## src/shared/vst_map.vh

```
// Purpose: offsets, fields, reset values and positions of the stacking tagger
// Assumes: apb with 8-bit byte address, 32-bit data
// Notes:   definitions only
`ifndef VST_MAP_VH
`define VST_MAP_VH
////////////////////////////////////////////////////////////////////////////////
`define VST_CTRL       8'h00
`define VST_STATUS     8'h04
`define VST_COUNT      8'h08
`define VST_PSEL       8'h0c
`define VST_PCFG       8'h10
`define VST_TT0        8'h20
`define VST_TT1        8'h24
`define VST_TT2        8'h28
`define VST_TT3        8'h2c
////////////////////////////////////////////////////////////////////////////////
`define VST_F_ROLE     1:0
`define VST_F_TSEL     3:2
`define VST_F_PRI      6:4
`define VST_F_SVID     27:16
`define VST_ROLE_NORM  2'h0
`define VST_ROLE_ACC   2'h1
`define VST_ROLE_TUN   2'h2
`define VST_ROLE_BAD   2'h3
`define VST_PCFG_RST   28'h0010000
`define VST_CTRL_RST   2'h0
`define VST_TPID_STD   16'h8100
`define VST_NPORTS     5'h1a
`define VST_GIG_FIRST  5'h18
`define VST_SVID_MIN   12'h001
`define VST_SVID_MAX   12'hffe
////////////////////////////////////////////////////////////////////////////////
`define VST_TAG_LAST   11'h00b
`define VST_CHECK_POS  11'h010
`define VST_CRC_INIT   32'hffffffff
`define VST_CRC_POLY   32'hedb88320
`endif

```

## src/design/vst_crc32.v

```verilog
// Purpose: one byte step of the ethernet crc, reflected form
// Assumes: lsb of each byte goes first on the wire
// Notes:   purely combinational
`timescale 1ns/1ps
`include "vst_map.vh"
module vst_crc32 (
    input  wire [31:0] crc_in,   // running remainder
    input  wire [7:0]  data,     // byte to fold in
    output wire [31:0] crc_out   // remainder after the byte
);
    function [31:0] crc_step;
        input [31:0] c;
        input [7:0]  d;
        integer i;
        reg [31:0] r;
        begin
            r = c ^ {24'h000000, d};
            for (i = 0; i < 8; i = i + 1) begin
                r = r[0] ? ((r >> 1) ^ `VST_CRC_POLY) : (r >> 1);
            end
            crc_step = r;
        end
    endfunction

    assign crc_out = crc_step(crc_in, data);
endmodule // vst_crc32

```

## src/design/vst_port_table.v

```verilog
// Purpose: per-port stacking settings, one word per port
// Assumes: writer checks the word before it is written
// Notes:   two asynchronous read ports, frame side and bus side
`timescale 1ns/1ps
`include "vst_map.vh"
module vst_port_table (
    input  wire        pclk,     // clock
    input  wire        presetn,  // async reset, low
    input  wire        we,       // write strobe
    input  wire [4:0]  waddr,    // port written
    input  wire [27:0] wdata,    // checked settings word
    input  wire [4:0]  raddr_a,  // frame side port
    output wire [27:0] rdata_a,  // frame side settings
    input  wire [4:0]  raddr_b,  // bus side port
    output wire [27:0] rdata_b   // bus side settings
);
    reg [27:0] mem [0:25];
    integer i;

    always @(posedge pclk or negedge presetn) begin
        if (!presetn) begin
            for (i = 0; i < 26; i = i + 1) begin
                mem[i] <= `VST_PCFG_RST;
            end
        end else if (we) begin
            mem[waddr] <= wdata;
        end
    end

    // out-of-range ports read as reset settings, i.e. normal role
    assign rdata_a = (raddr_a < `VST_NPORTS) ? mem[raddr_a] : `VST_PCFG_RST;
    assign rdata_b = (raddr_b < `VST_NPORTS) ? mem[raddr_b] : `VST_PCFG_RST;
endmodule // vst_port_table

```

## src/design/vst_tagger.v

```verilog
// Purpose: per-port vlan stacking on the byte stream between ports and fabric
// Assumes: frames of at least 18 bytes, fcs included, one byte per cycle
// Notes:   port settings are taken at the first byte and hold for the whole frame; strip and retype match against the live type slots
//
// The implementer's own choices: register access over APB and the register addresses.
`timescale 1ns/1ps
`include "vst_map.vh"
module vst_tagger (
    input  wire        pclk,                  // clock, 40 MHz
    input  wire        presetn,               // async reset, low
    input  wire        psel,                  // apb select
    input  wire        penable,               // apb enable
    input  wire        pwrite,                // apb write
    input  wire [7:0]  paddr,                 // apb byte address
    input  wire [31:0] pwdata,                // apb write data
    output reg  [31:0] prdata,                // apb read data
    output reg         pready,                // apb ready
    output reg         pslverr,               // apb error, unmapped
    input  wire        in_valid,              // input byte valid
    input  wire [7:0]  in_data,               // input byte
    input  wire        in_sof,                // first byte of frame
    input  wire        in_eof,                // last byte of frame
    input  wire [4:0]  in_port,               // port index of frame
    input  wire        in_egress,             // 1 fabric to port, 0 port to fabric
    output reg         in_ready,              // input byte taken
    output reg         out_valid,             // output byte valid
    output reg  [7:0]  out_data,              // output byte
    output reg         out_sof,               // first output byte
    output reg         out_eof,               // last output byte
    output reg         out_double_tag,        // outer tag seen on tunnel ingress
    output reg  [11:0] out_outer_vlan_number  // outer vlan id seen
);
    localparam ST_RUN  = 3'b001;
    localparam ST_INS  = 3'b010;
    localparam ST_TAIL = 3'b100;
    localparam OP_PASS = 3'h0;
    localparam OP_INS  = 3'h1;
    localparam OP_CHK  = 3'h2;
    localparam OP_RETY = 3'h3;
    localparam OP_STRP = 3'h4;

    function [15:0] tt_pick;
        input [1:0]  s;
        input [63:0] all;
        begin
            tt_pick = all[{s, 4'h0} +: 16];
        end
    endfunction

    ////////////////////////////////////////////////////////////////////////////
    // configuration, status and count registers
    reg  [1:0]  ctrl;
    reg  [4:0]  pidx;
    reg         refused;
    reg  [15:0] tt0;
    reg  [15:0] tt1;
    reg  [15:0] tt2;
    reg  [15:0] tt3;
    reg  [15:0] ins_cnt;
    reg  [15:0] strip_cnt;
    reg         fbusy;
    wire [63:0] tt_all = {tt3, tt2, tt1, tt0};
    wire [27:0] cfg_f;
    wire [27:0] cfg_a;

    ////////////////////////////////////////////////////////////////////////////
    // apb slave, no wait state: answer is registered from the setup cycle
    wire        apb_setup = psel & ~penable;
    wire        apb_wr    = psel & penable & pready & pwrite & ~pslverr;
    wire [1:0]  w_role    = pwdata[`VST_F_ROLE];
    wire [1:0]  w_tsel    = pwdata[`VST_F_TSEL];
    wire [2:0]  w_pri     = pwdata[`VST_F_PRI];
    wire [11:0] w_svid    = pwdata[`VST_F_SVID];
    wire        ctrl_ok   = ~(pwdata[0] & pwdata[1]);
    wire        pcfg_ok   = (w_role != `VST_ROLE_BAD) && (pidx < `VST_NPORTS) &&
                            !(w_role == `VST_ROLE_TUN && pidx < `VST_GIG_FIRST) &&
                            (w_svid >= `VST_SVID_MIN) && (w_svid <= `VST_SVID_MAX);
    wire        pcfg_we   = apb_wr & (paddr == `VST_PCFG) & pcfg_ok;
    wire [27:0] pcfg_word = {w_svid, 9'h000, w_pri, w_tsel, w_role};
    reg  [31:0] rd;
    reg         hit;

    always @* begin
        rd  = 32'h00000000;
        hit = 1'b1;
        case (paddr)
            `VST_CTRL:   rd = {30'h00000000, ctrl};
            `VST_STATUS: rd = {30'h00000000, fbusy, refused};
            `VST_COUNT:  rd = {ins_cnt, strip_cnt};
            `VST_PSEL:   rd = {27'h0000000, pidx};
            `VST_PCFG:   rd = {4'h0, cfg_a};
            `VST_TT0,
            `VST_TT1,
            `VST_TT2,
            `VST_TT3:    rd = {16'h0000, tt_pick(paddr[3:2], tt_all)};
            default:     hit = 1'b0;
        endcase
    end

    always @(posedge pclk or negedge presetn) begin
        if (!presetn) begin
            prdata  <= 32'h00000000;
            pready  <= 1'b0;
            pslverr <= 1'b0;
            ctrl    <= `VST_CTRL_RST;
            pidx    <= 5'h00;
            refused <= 1'b0;
            tt0     <= `VST_TPID_STD;
            tt1     <= `VST_TPID_STD;
            tt2     <= `VST_TPID_STD;
            tt3     <= `VST_TPID_STD;
        end else begin
            pready  <= apb_setup;
            pslverr <= apb_setup & ~hit;
            prdata  <= (apb_setup & ~pwrite) ? rd : 32'h00000000;
            if (apb_wr) begin
                refused <= 1'b0;
                case (paddr)
                    `VST_CTRL: begin
                        if (ctrl_ok) begin
                            ctrl <= pwdata[1:0];
                        end else begin
                            refused <= 1'b1;
                        end
                    end
                    `VST_PSEL: pidx <= pwdata[4:0];
                    `VST_PCFG: refused <= ~pcfg_ok;
                    // only four type slots exist, so no more can be in use
                    `VST_TT0: tt0 <= pwdata[15:0];
                    `VST_TT1: tt1 <= pwdata[15:0];
                    `VST_TT2: tt2 <= pwdata[15:0];
                    `VST_TT3: tt3 <= pwdata[15:0];
                    default: refused <= 1'b0;
                endcase
            end
        end
    end

    vst_port_table u_table (
        .pclk    (pclk),
        .presetn (presetn),
        .we      (pcfg_we),
        .waddr   (pidx),
        .wdata   (pcfg_word),
        .raddr_a (in_port),
        .rdata_a (cfg_f),
        .raddr_b (pidx),
        .rdata_b (cfg_a)
    );

    ////////////////////////////////////////////////////////////////////////////
    // frame engine: a four byte window delays the stream so that the old fcs
    // can be dropped and the outer tag edited in place once bytes 12..15 sit in it
    reg  [2:0]  state;
    reg  [2:0]  op;
    reg  [15:0] ftype;
    reg  [2:0]  fpri;
    reg  [11:0] fsvid;
    reg         fmod;
    reg  [10:0] cnt;
    reg  [31:0] win;
    reg  [2:0]  wcnt;
    reg  [1:0]  ik;
    reg  [1:0]  tk;
    reg         osof;
    reg  [31:0] crc;
    wire [31:0] crc_nx;
    reg  [2:0]  next_op;

    wire [1:0]  f_role   = cfg_f[`VST_F_ROLE];
    wire        take     = in_valid & in_ready & (state == ST_RUN) & (fbusy | in_sof);
    wire        chk      = take & ~in_sof & (cnt == `VST_CHECK_POS) & (wcnt == 3'h4);
    wire [15:0] wtype    = win[31:16];
    wire        any_m    = (wtype == tt0) | (wtype == tt1) | (wtype == tt2) | (wtype == tt3);
    wire        do_strip = chk & (op == OP_STRP) & any_m;
    wire        do_rety  = chk & (op == OP_RETY) & any_m;
    wire [31:0] wmod     = do_rety ? {ftype, win[15:0]} : win;
    wire [31:0] tagw     = {ftype, fpri, 1'b0, fsvid};
    wire        push     = take | (state == ST_INS);
    wire [7:0]  pbyte    = (state == ST_INS) ? tagw[{~ik, 3'h0} +: 8] : in_data;
    wire        emit     = push & (wcnt == 3'h4) & ~do_strip;
    wire [31:0] crc_fin  = ~crc;

    always @* begin
        next_op = OP_PASS;
        if (!ctrl[0] || f_role == `VST_ROLE_NORM) begin
            next_op = OP_PASS;
        end else if (!in_egress) begin
            next_op = (f_role == `VST_ROLE_ACC) ? OP_INS : OP_CHK;
        end else begin
            next_op = (f_role == `VST_ROLE_ACC) ? OP_STRP : OP_RETY;
        end
    end

    vst_crc32 u_crc (
        .crc_in  (crc),
        .data    (wmod[31:24]),
        .crc_out (crc_nx)
    );

    always @(posedge pclk or negedge presetn) begin
        if (!presetn) begin
            state                 <= ST_RUN;
            in_ready              <= 1'b0;
            out_valid             <= 1'b0;
            out_data              <= 8'h00;
            out_sof               <= 1'b0;
            out_eof               <= 1'b0;
            out_double_tag        <= 1'b0;
            out_outer_vlan_number <= 12'h000;
            op                    <= OP_PASS;
            ftype                 <= `VST_TPID_STD;
            fpri                  <= 3'h0;
            fsvid                 <= `VST_SVID_MIN;
            fmod                  <= 1'b0;
            cnt                   <= 11'h000;
            win                   <= 32'h00000000;
            wcnt                  <= 3'h0;
            ik                    <= 2'h0;
            tk                    <= 2'h0;
            osof                  <= 1'b0;
            crc                   <= `VST_CRC_INIT;
            fbusy                 <= 1'b0;
            ins_cnt               <= 16'h0000;
            strip_cnt             <= 16'h0000;
        end else begin
            out_valid <= 1'b0;
            out_sof   <= 1'b0;
            out_eof   <= 1'b0;
            case (state)
                ST_RUN: begin
                    in_ready <= 1'b1;
                    if (take) begin
                        if (in_sof) begin
                            op                    <= next_op;
                            ftype                 <= tt_pick(cfg_f[`VST_F_TSEL], tt_all);
                            fpri                  <= cfg_f[`VST_F_PRI];
                            fsvid                 <= cfg_f[`VST_F_SVID];
                            fmod                  <= (next_op == OP_INS);
                            cnt                   <= 11'h001;
                            osof                  <= 1'b1;
                            crc                   <= `VST_CRC_INIT;
                            fbusy                 <= 1'b1;
                            out_double_tag        <= 1'b0;
                            out_outer_vlan_number <= 12'h000;
                        end else begin
                            cnt <= cnt + 11'h001;
                        end
                        if (do_strip | do_rety) begin
                            fmod <= 1'b1;
                        end
                        if (do_strip) begin
                            strip_cnt <= strip_cnt + 16'h0001;
                        end
                        if (chk && op == OP_CHK && wtype == ftype) begin
                            out_double_tag        <= 1'b1;
                            out_outer_vlan_number <= win[11:0];
                        end
                        if (in_eof) begin
                            state    <= ST_TAIL;
                            in_ready <= 1'b0;
                            tk       <= 2'h0;
                        end else if (!in_sof && cnt == `VST_TAG_LAST && op == OP_INS) begin
                            state    <= ST_INS;
                            in_ready <= 1'b0;
                            ik       <= 2'h0;
                        end
                    end
                end
                ST_INS: begin
                    ik <= ik + 2'h1;
                    if (ik == 2'h3) begin
                        state    <= ST_RUN;
                        in_ready <= 1'b1;
                        ins_cnt  <= ins_cnt + 16'h0001;
                    end
                end
                ST_TAIL: begin
                    // unmodified frames keep their own fcs bytes
                    out_valid <= 1'b1;
                    out_data  <= fmod ? crc_fin[{tk, 3'h0} +: 8] : win[31:24];
                    win       <= {win[23:0], 8'h00};
                    tk        <= tk + 2'h1;
                    if (tk == 2'h3) begin
                        out_eof  <= 1'b1;
                        state    <= ST_RUN;
                        in_ready <= 1'b1;
                        wcnt     <= 3'h0;
                        fbusy    <= 1'b0;
                    end
                end
                default: begin
                    state    <= ST_RUN;
                    in_ready <= 1'b1;
                end
            endcase
            if (push) begin
                // a matched outer tag in the window is simply thrown away
                win  <= do_strip ? {24'h000000, pbyte} : {wmod[23:0], pbyte};
                wcnt <= do_strip ? 3'h1 : ((wcnt == 3'h4) ? 3'h4 : wcnt + 3'h1);
            end
            if (emit) begin
                out_valid <= 1'b1;
                out_data  <= wmod[31:24];
                out_sof   <= osof;
                osof      <= 1'b0;
                crc       <= crc_nx;
            end
        end
    end
endmodule // vst_tagger

```

## config.mk

```make
export PLATFORM = sky130hd
export DESIGN_NAME = vst_tagger
export DESIGN_NICKNAME = d
export VERILOG_FILES = /design/src/design/vst_crc32.v /design/src/design/vst_port_table.v /design/src/design/vst_tagger.v
export VERILOG_INCLUDE_DIRS = /design/src /design/src/shared
export SDC_FILE = /design/constraint.sdc
export NUM_CORES = 2
export LEC_CHECK = 0
export BUFFER_PORTS_ARGS = -buffer_cell sky130_fd_sc_hd__clkbuf_2
export CAP_MARGIN = 30
export CORE_ASPECT_RATIO = 0.5
export CORE_MARGIN = 2
export CORE_UTILIZATION = 45
export CTS_CLUSTER_SIZE = 8
export DETAILED_ROUTE_END_ITERATION = 8
export SLEW_MARGIN = 25
export SYNTH_ARGS = -nofsm -noshare
export SYNTH_HDL_FRONTEND = slang
export SYNTH_SLANG_ARGS = --single-unit
```

## constraint.sdc

```tcl
create_clock -name pclk -period 3.5 [get_ports pclk]
set_clock_uncertainty 0.15 [all_clocks]
set_input_delay 0.35 -clock pclk [delete_from_list [all_inputs] [get_ports pclk]]
set_output_delay 0.35 -clock pclk [all_outputs]
set_load 0.02 [all_outputs]
```

* Word level (Yosys, flattened, before mapping)
Cells that the tools add are included.
** Storage, ports and cells
- Word-level logic and storage cells :: 292
- Output and inout port bits :: 59
- Bits of input ports :: 62
- Register bits :: 1013
** Cells by class
- Shifts and indexed selects :: 4
- Reduce and logical (&&, ||, !) cells :: 47
- Add/subtract/negate cells :: 6
- Magnitude comparators :: 8
- Muxes and demuxes :: 82
- Bitwise gates (word level) :: 49
- Eq/ne operators :: 37
** Operator list (count)
- bitwise mux 728 bit :: 1
- two-way mux 32 bit :: 17
- binary-select mux 28 bit (select 5 bit) :: 2
- two-way mux 28 bit :: 7
- case mux 32 bit (6 select lines) :: 1
- demux 28 bit (select 5 bit) :: 1
- variable part select 64 x 7 -> 16 bit :: 2
- NOT 13 -> 14 bit :: 8
- == test 16 bit :: 5
- variable part select 32 x 6 -> 8 bit :: 2
- two-way mux 3 bit :: 13
- adder 16 x 1 -> 16 bit (second input constant) :: 2
- == test 8 x 6 -> 1 bit (second input constant) :: 4
- two-way mux 8 bit :: 4
- NOT 32 bit :: 1
- XOR 32 x 8 -> 32 bit :: 1
- two-way mux 12 bit :: 2
- bitwise AND 1 bit :: 22
- two-way mux 1 bit :: 21
- AND reduction 3 bit :: 7
- nonzero test 2 bit :: 10
- AND reduction 2 bit :: 9
- == test 8 x 4 -> 1 bit (second input constant) :: 2
- < comparator 5 bit (second input constant) :: 3
- 37 further kinds :: 86

* Longest topological paths before layout
- Word-level depth :: 27
- Depth in mapped cells :: 14

* Cells and area by module
Synthesis repeated with hierarchy kept, for this count alone.
** Second synthesis, totals
- Cell total of the unflattened synthesis :: 4155
- Area total of the unflattened synthesis :: 54742.5 um^2
** By module, submodules not included
- vst_port_table :: cells an instance 2759, seq. area each 18250.0 um^2, area an instance 39535.4 um^2, times used 1
- vst_tagger :: cells an instance 1332, seq. area each 7186.9 um^2, area an instance 14208.6 um^2, times used 1
- vst_crc32 :: cells an instance 64, seq. area each 0.0 um^2, area an instance 998.5 um^2, times used 1

* Worst setup path before layout
OpenSTA, ideal clock, no wires.
- Path kind :: input port to flip-flop
- From :: input in_port[0]
- To :: register ftype[10]
- Setup slack :: -0.145 ns
- Arrival time :: 3.378 ns
- Stages :: 11
- Path through :: clkbuf_1 > buf_2 > buf_2 > mux2i_1 > a22oi_1 > and3_1 > o41ai_1 > clkbuf_1 > mux4_2 > nand2_1 > nand2_1
** Between the ends
- Word-level cells in the longest chain between the ends :: 6
- Elaborated cells on any way between the ends :: 7
** Ends and longest elaborated chain
- start: declaration :: RTL line vst_tagger.v:23 : input wire [4:0] in_port,
- NOT 5 -> 6 bit (not written as such) :: RTL line vst_port_table.v:31 : assign rdata_a = (raddr_a < `VST_NPORTS) ? mem[raddr_a] : `VST_PCFG_RST;
- binary-select mux 28 bit (select 5 bit) :: RTL line vst_port_table.v:31
- two-way mux 28 bit (not written as such) (2 in series) :: RTL line vst_port_table.v:31
- two-way mux 28 bit (no source line) *
- variable part select 64 x 7 -> 16 bit * :: RTL line vst_tagger.v:46 : tt_pick = all[{s, 4'h0} +: 16];
- end signal: assignment :: RTL line vst_tagger.v:212 : ftype <= `VST_TPID_STD;
- end signal: assignment :: RTL line vst_tagger.v:236 : ftype <= tt_pick(cfg_f[`VST_F_TSEL], tt_all);
- end: declaration :: RTL line vst_tagger.v:156 : reg [15:0] ftype;
Every way passes the cells marked *; elsewhere a longest branch is shown, timed or not. The select of a mux whose other input is x is not followed.
A chain may end at the register's enable or synchronous reset.

* Worst setup path after layout
- From :: register win[28]
- To :: register crc[25]
** Between the ends
- Word-level cells in the longest chain between the ends :: 20
- Elaborated cells on any way between the ends :: 31
** Ends and longest elaborated chain
- start: declaration :: RTL line vst_tagger.v:161 : reg [31:0] win;
- start signal: assignment :: RTL line vst_tagger.v:282 : win <= {win[23:0], 8'h00};
- start signal: assignment :: RTL line vst_tagger.v:299 : win <= do_strip ? {24'h000000, pbyte} : {wmod[23:0], pbyte};
- == test 16 bit :: RTL line vst_tagger.v:174 : wire any_m = (wtype == tt0) | (wtype == tt1) | (wtype == tt2) | (wtype == tt3);
- OR 1 bit (2 in series) :: RTL line vst_tagger.v:174
- OR 1 bit * :: RTL line vst_tagger.v:174
- bitwise AND 1 bit :: RTL line vst_tagger.v:176 : wire do_rety = chk & (op == OP_RETY) & any_m;
- two-way mux 32 bit :: RTL line vst_tagger.v:177 : wire [31:0] wmod = do_rety ? {ftype, win[15:0]} : win;
- XOR 32 x 8 -> 32 bit :: RTL line vst_crc32.v:17 : r = c ^ {24'h000000, d};
- two-way mux 32 bit (2 in series) :: RTL line vst_crc32.v:19 : r = r[0] ? ((r >> 1) ^ `VST_CRC_POLY) : (r >> 1);
- NOT 13 -> 14 bit (no source line)
- two-way mux 32 bit :: RTL line vst_crc32.v:19
- NOT 13 -> 14 bit (no source line)
- two-way mux 32 bit (2 in series) :: RTL line vst_crc32.v:19
- NOT 13 -> 14 bit (no source line)
- two-way mux 32 bit :: RTL line vst_crc32.v:19
- NOT 13 -> 14 bit (no source line)
- two-way mux 32 bit (2 in series) :: RTL line vst_crc32.v:19
- two-way mux 32 bit :: RTL line vst_tagger.v:302 : if (emit) begin
- end signal: assignment :: RTL line vst_tagger.v:222 : crc <= `VST_CRC_INIT;
- end signal: assignment :: RTL line vst_tagger.v:242 : crc <= `VST_CRC_INIT;
- end signal: assignment :: RTL line vst_tagger.v:307 : crc <= crc_nx;
- end: declaration :: RTL line vst_tagger.v:166 : reg [31:0] crc;
Every way passes the cells marked *; elsewhere a longest branch is shown, timed or not.

==> results by group <==
Route
  – Routed wl met3: between 9000 and 10000 um
  – Number of DRC markers in iteration 0: 2654
  – Drc violations: 0
  – Drt via density: between 6 and 7
  – DR WL met2: 59400 um
  – Uppermost metal layer occupied by signal nets: met5
  – Total number of vias: 28800
  – Length of the first detailed-routing pass in iterations: 6
  – Average detailed-routed wire length per instance: 27.2 um
  – Routed Wire Length: ~130000 um
  – Routed length on met1: 55700 um
  – Antenna viol nets, final: 0

STA
  – Part of the cycle the worst path needs: 0.990
  – Fmax achieved: slightly below 300 MHz
  – Worst hold slack across all endpoints: 0.0554 ns
  – Hold violation count in the final report: 0
  – Transition at the pin with the smallest max-transition slack: 0.935 ns
  – Final number of setup-violating endpoints: 0
  – Number of max-slew violations in the final report: 0
  – Post-route minimum period: 3.46 ns
  – Worst slew slack as a fraction of its limit: 0.375

Final layout
  – Number of filler cells placed in the layout: 7683
  – Fraction of final layout cells sized beyond drive strength 1: 0.408
  – Inserted Diodes: 0
  – Top library cells by usage in the layout, fill and taps aside: sky130_fd_sc_hd__dfrtp_1 (704), sky130_fd_sc_hd__mux2_2 (536), sky130_fd_sc_hd__mux4_2 (252), sky130_fd_sc_hd__nand2_1 (233), sky130_fd_sc_hd__buf_4 (191)
  – Total Nets Final: between 3000 and 4000
  – Total area of multi-input combinational cells: around 0.021 mm^2
  – Sequential Area: about 0.020 mm^2
  – Leading cell type in the layout, fill and taps excluded: sky130_fd_sc_hd__dfrtp_1
  – Layout overhead on the synthesized area: 17.1%

Clock network
  – Clock latency on the worst-skew pair: 0.71 ns
  – Number of clock sinks: 779
  – Clock buffer depth: 3
  – H-Tree Depth: 3
  – Clock tree from TritonCTS: built
  – Clock Pin Slew Worst Setup and Hold Paths: 0.06 ns
  – Total CTS buffers: 107
  – Library cell used as clock root buffer: sky130_fd_sc_hd__clkbuf_16

Setup path
  – Required time worst endpoint: 3.98 ns
  – Critical Path End Type: flop
  – Crit-path max FO: 6
  – Largest stage delay on the critical path: 0.48 ns
  – Critical Path Slowest Stage Cell: sky130_fd_sc_hd__dfrtp_1
  – Startpoint type of the worst setup path: flop
  – Category of the critical setup timing path: reg2reg
  – Arrival time of data at the critical path endpoint: 3.94 ns
  – Cell breakdown of the critical path: xor2_1, nor4_1, nand4_1, and4_2, buf_4, o22ai_1, nand2_1, xnor2_4, buf_4, xnor2_1, xnor2_1, a21oi_1

Yosys
  – Yosys synthesis warning count: 0
  – Post-synthesis net count: between 3000 and 4000
  – Number of distinct library cells after synthesis: 71
  – Number of storage elements in the synthesis netlist: about 780
  – Synth Flop Type: sky130_fd_sc_hd__dfrtp_1
  – Post-synthesis average cell area: 13.0 um^2
  – Async set-reset flop share out of synthesis: 1.00
  – Seq/Total Area, Yosys: 0.474
  – Number of standard cells after synthesis: 3189
  – Cell area after synthesis: 0.0413 mm^2
  – Number of flops mapped to enable cells by yosys: 0

Run
  – Maxcap violations: 0

Global route
  – Number of global-route vias before repair: 29400
  – Total GRT Usage: 0.275
  – First-pass GRT wire length: 193000 um
  – Initial antenna violation count: 1
  – Global route total overflow: 0
  – Maximum number of pins on one net before global-route repair: 127

Placed design
  – Final weighted congestion in routability-driven placement: roughly 0.90
  – I/O Buffers: between 100 and 150
  – Detailed placement HPWL: 84800 um

Pwr
  – Static Leakage: around 22 nW
  – PnR Total Power: 0.0259 W
  – Peak supply drop: slightly above 0.6 mV
  – Power density normalized to cell area: 536 mW/mm^2

Die
  – Horizontal die dimension: 433 um
  – Vertical extent of the die: 218 um
  – Io pins: 121
  – Row count: between 70 and 80
  – Area of the die: ~0.094 mm^2
  – Initial Util: 0.455
  – Core Region: between 0.09 and 0.1 mm^2

Min path
  – Hold Path Class: in2async

Status
  – Status: completed
synthesized netlist by cell type, types with 9 or more instances:
master / instances / area share
sky130_fd_sc_hd__nand4_1: 17 / 0.0026
sky130_fd_sc_hd__ha_1: 9 / 0.0027
sky130_fd_sc_hd__mux2_2: 536 / 0.15
sky130_fd_sc_hd__a32o_1: 14 / 0.0034
sky130_fd_sc_hd__nand3_1: 36 / 0.0044
sky130_fd_sc_hd__nor2_1: 112 / 0.010
sky130_fd_sc_hd__nand2b_1: 9 / 0.0014
sky130_fd_sc_hd__nor4_1: 24 / 0.0036
sky130_fd_sc_hd__a211oi_1: 18 / 0.0033
sky130_fd_sc_hd__o221ai_1: 30 / 0.0064
sky130_fd_sc_hd__o21ai_0: 69 / 0.0084
sky130_fd_sc_hd__o22ai_1: 10 / 0.0015
sky130_fd_sc_hd__nor2b_1: 46 / 0.0070
sky130_fd_sc_hd__dfrtp_1: 709 / 0.43
sky130_fd_sc_hd__inv_1: 36 / 0.0033
sky130_fd_sc_hd__dfstp_2: 70 / 0.045
sky130_fd_sc_hd__mux2i_1: 135 / 0.033
sky130_fd_sc_hd__and2_1: 17 / 0.0026
sky130_fd_sc_hd__nand2_1: 236 / 0.021
sky130_fd_sc_hd__buf_2: 56 / 0.0068
sky130_fd_sc_hd__clkbuf_1: 163 / 0.015
sky130_fd_sc_hd__xnor2_1: 59 / 0.013
sky130_fd_sc_hd__xor2_1: 102 / 0.022
sky130_fd_sc_hd__a21oi_1: 102 / 0.012
sky130_fd_sc_hd__mux2_4: 9 / 0.0033
sky130_fd_sc_hd__o211ai_1: 22 / 0.0040
sky130_fd_sc_hd__nor2_2: 9 / 0.0014
sky130_fd_sc_hd__a221oi_1: 32 / 0.0068
sky130_fd_sc_hd__mux4_2: 252 / 0.14
sky130_fd_sc_hd__buf_1: 37 / 0.0034
sky130_fd_sc_hd__and3_1: 22 / 0.0033
sky130_fd_sc_hd__a22oi_1: 44 / 0.0080
sky130_fd_sc_hd__a31oi_1: 11 / 0.0017
sky130_fd_sc_hd__nor3_1: 52 / 0.0063
area by class of cell:
cell class,instances,share of cell area
Multi-Input combinational cell,2107,0.429
Sequential cell,779,0.405
Timing Repair Buffer,387,0.0696
Clock buffer,156,0.0596
Tap cell,1240,0.0321
Inverter,37,0.00287
Clock inverter,7,0.00246
worst max-delay path, delay by kind of cell, from the launching register on:
kind                      cells  cell delay, ns
DFF                           1            0.48
AOI/OAI and AO/OA             2            0.34
buffers and inverters         2            0.35
and+or+nand+nor               4            1.09
xor gates and xnor gates      4            0.99
metrics by stage:
| stage | util | std cells | cell area [um^2] | setup slack (ns) | setup TNS [ns] |
|---|---|---|---|---|---|
| after floorplan | - | 3189 | 41400 | -0.115 | -2.55 |
| after global placement | 0.494 | 4512 | 44900 | -0.261 | -42.49 |
| after detailed placement | 0.494 | 4512 | 44900 | -0.303 | -53.57 |
| after CTS | 0.530 | 4703 | 48200 | 0.00256 | 0 |
| after global routing | 0.533 | 4713 | 48400 | -0.00242 | -0.00422 |
| final | 0.533 | 4713 | 48400 | 0.0364 | 0 |
timing repair:
item / in CTS / in global routing
gates cloned: 0 / 0
buffers inserted: 0 / 9
pin swaps: 0 / 8
hold buffers: 28 / 0
resized for setup: 3 / 29
hold endpoints to repair: 343 / 0
setup endpoints to repair: 14 / 26
logic make-up (layout without fill, tap and decap cells):
| kind of cell | Yosys count | after routing | share of synthesized area |
|---|---|---|---|
| muxes | 932 | 932 | 0.319 |
| AOI/OAI and AO/OA | 373 | 373 | 0.0601 |
| and+or+nand+nor | 617 | 617 | 0.0721 |
| DFF | 779 | 779 | 0.474 |
| xor gates and xnor gates | 176 | 176 | 0.0416 |
| buffers and inverters | 303 | 587 | 0.0303 |
| adders and majority gates | 9 | 9 | 0.00272 |
power breakdown:
part / total, W / switching, W / internal, W
Sequential: 0.0104 / 0.000759 / 0.00961
Clock: 0.00965 / 0.00403 / 0.00562
Combinational: 0.00591 / 0.00305 / 0.00286
Total: 0.0259 / 0.00784 / 0.0181
path summary, 6_finish.rpt:
kind                       slack, ns     endpoint  cells after the start   startpoint
max                             0.04      crc[25]                     12      win[28]
min                             0.06       win[3]                      2      presetn
max reg2reg                     0.04      crc[25]                     12      win[28]
min reg2reg                     0.31  ins_cnt[15]                      1  ins_cnt[15]
max in group asynchronous       2.00      pidx[1]                      3      presetn
min in group pclk               0.06       cnt[8]                      5       in_sof
state kept, by name, summed over array words and instances (netlist names), 32 cells and up:
| signal | count |
|---|---|
| win | 32 |
| prdata | 32 |
| u_table.mem | 494 |
| crc | 32 |
layer usage:
layer  up-vias  global-route usage
li1      12300                   -
met1     15200               0.385
met2      1010               0.429
met3       205              0.0582
met4         2              0.0913
met5         -                   0
Note: power is estimated with default switching activity, not from simulation.
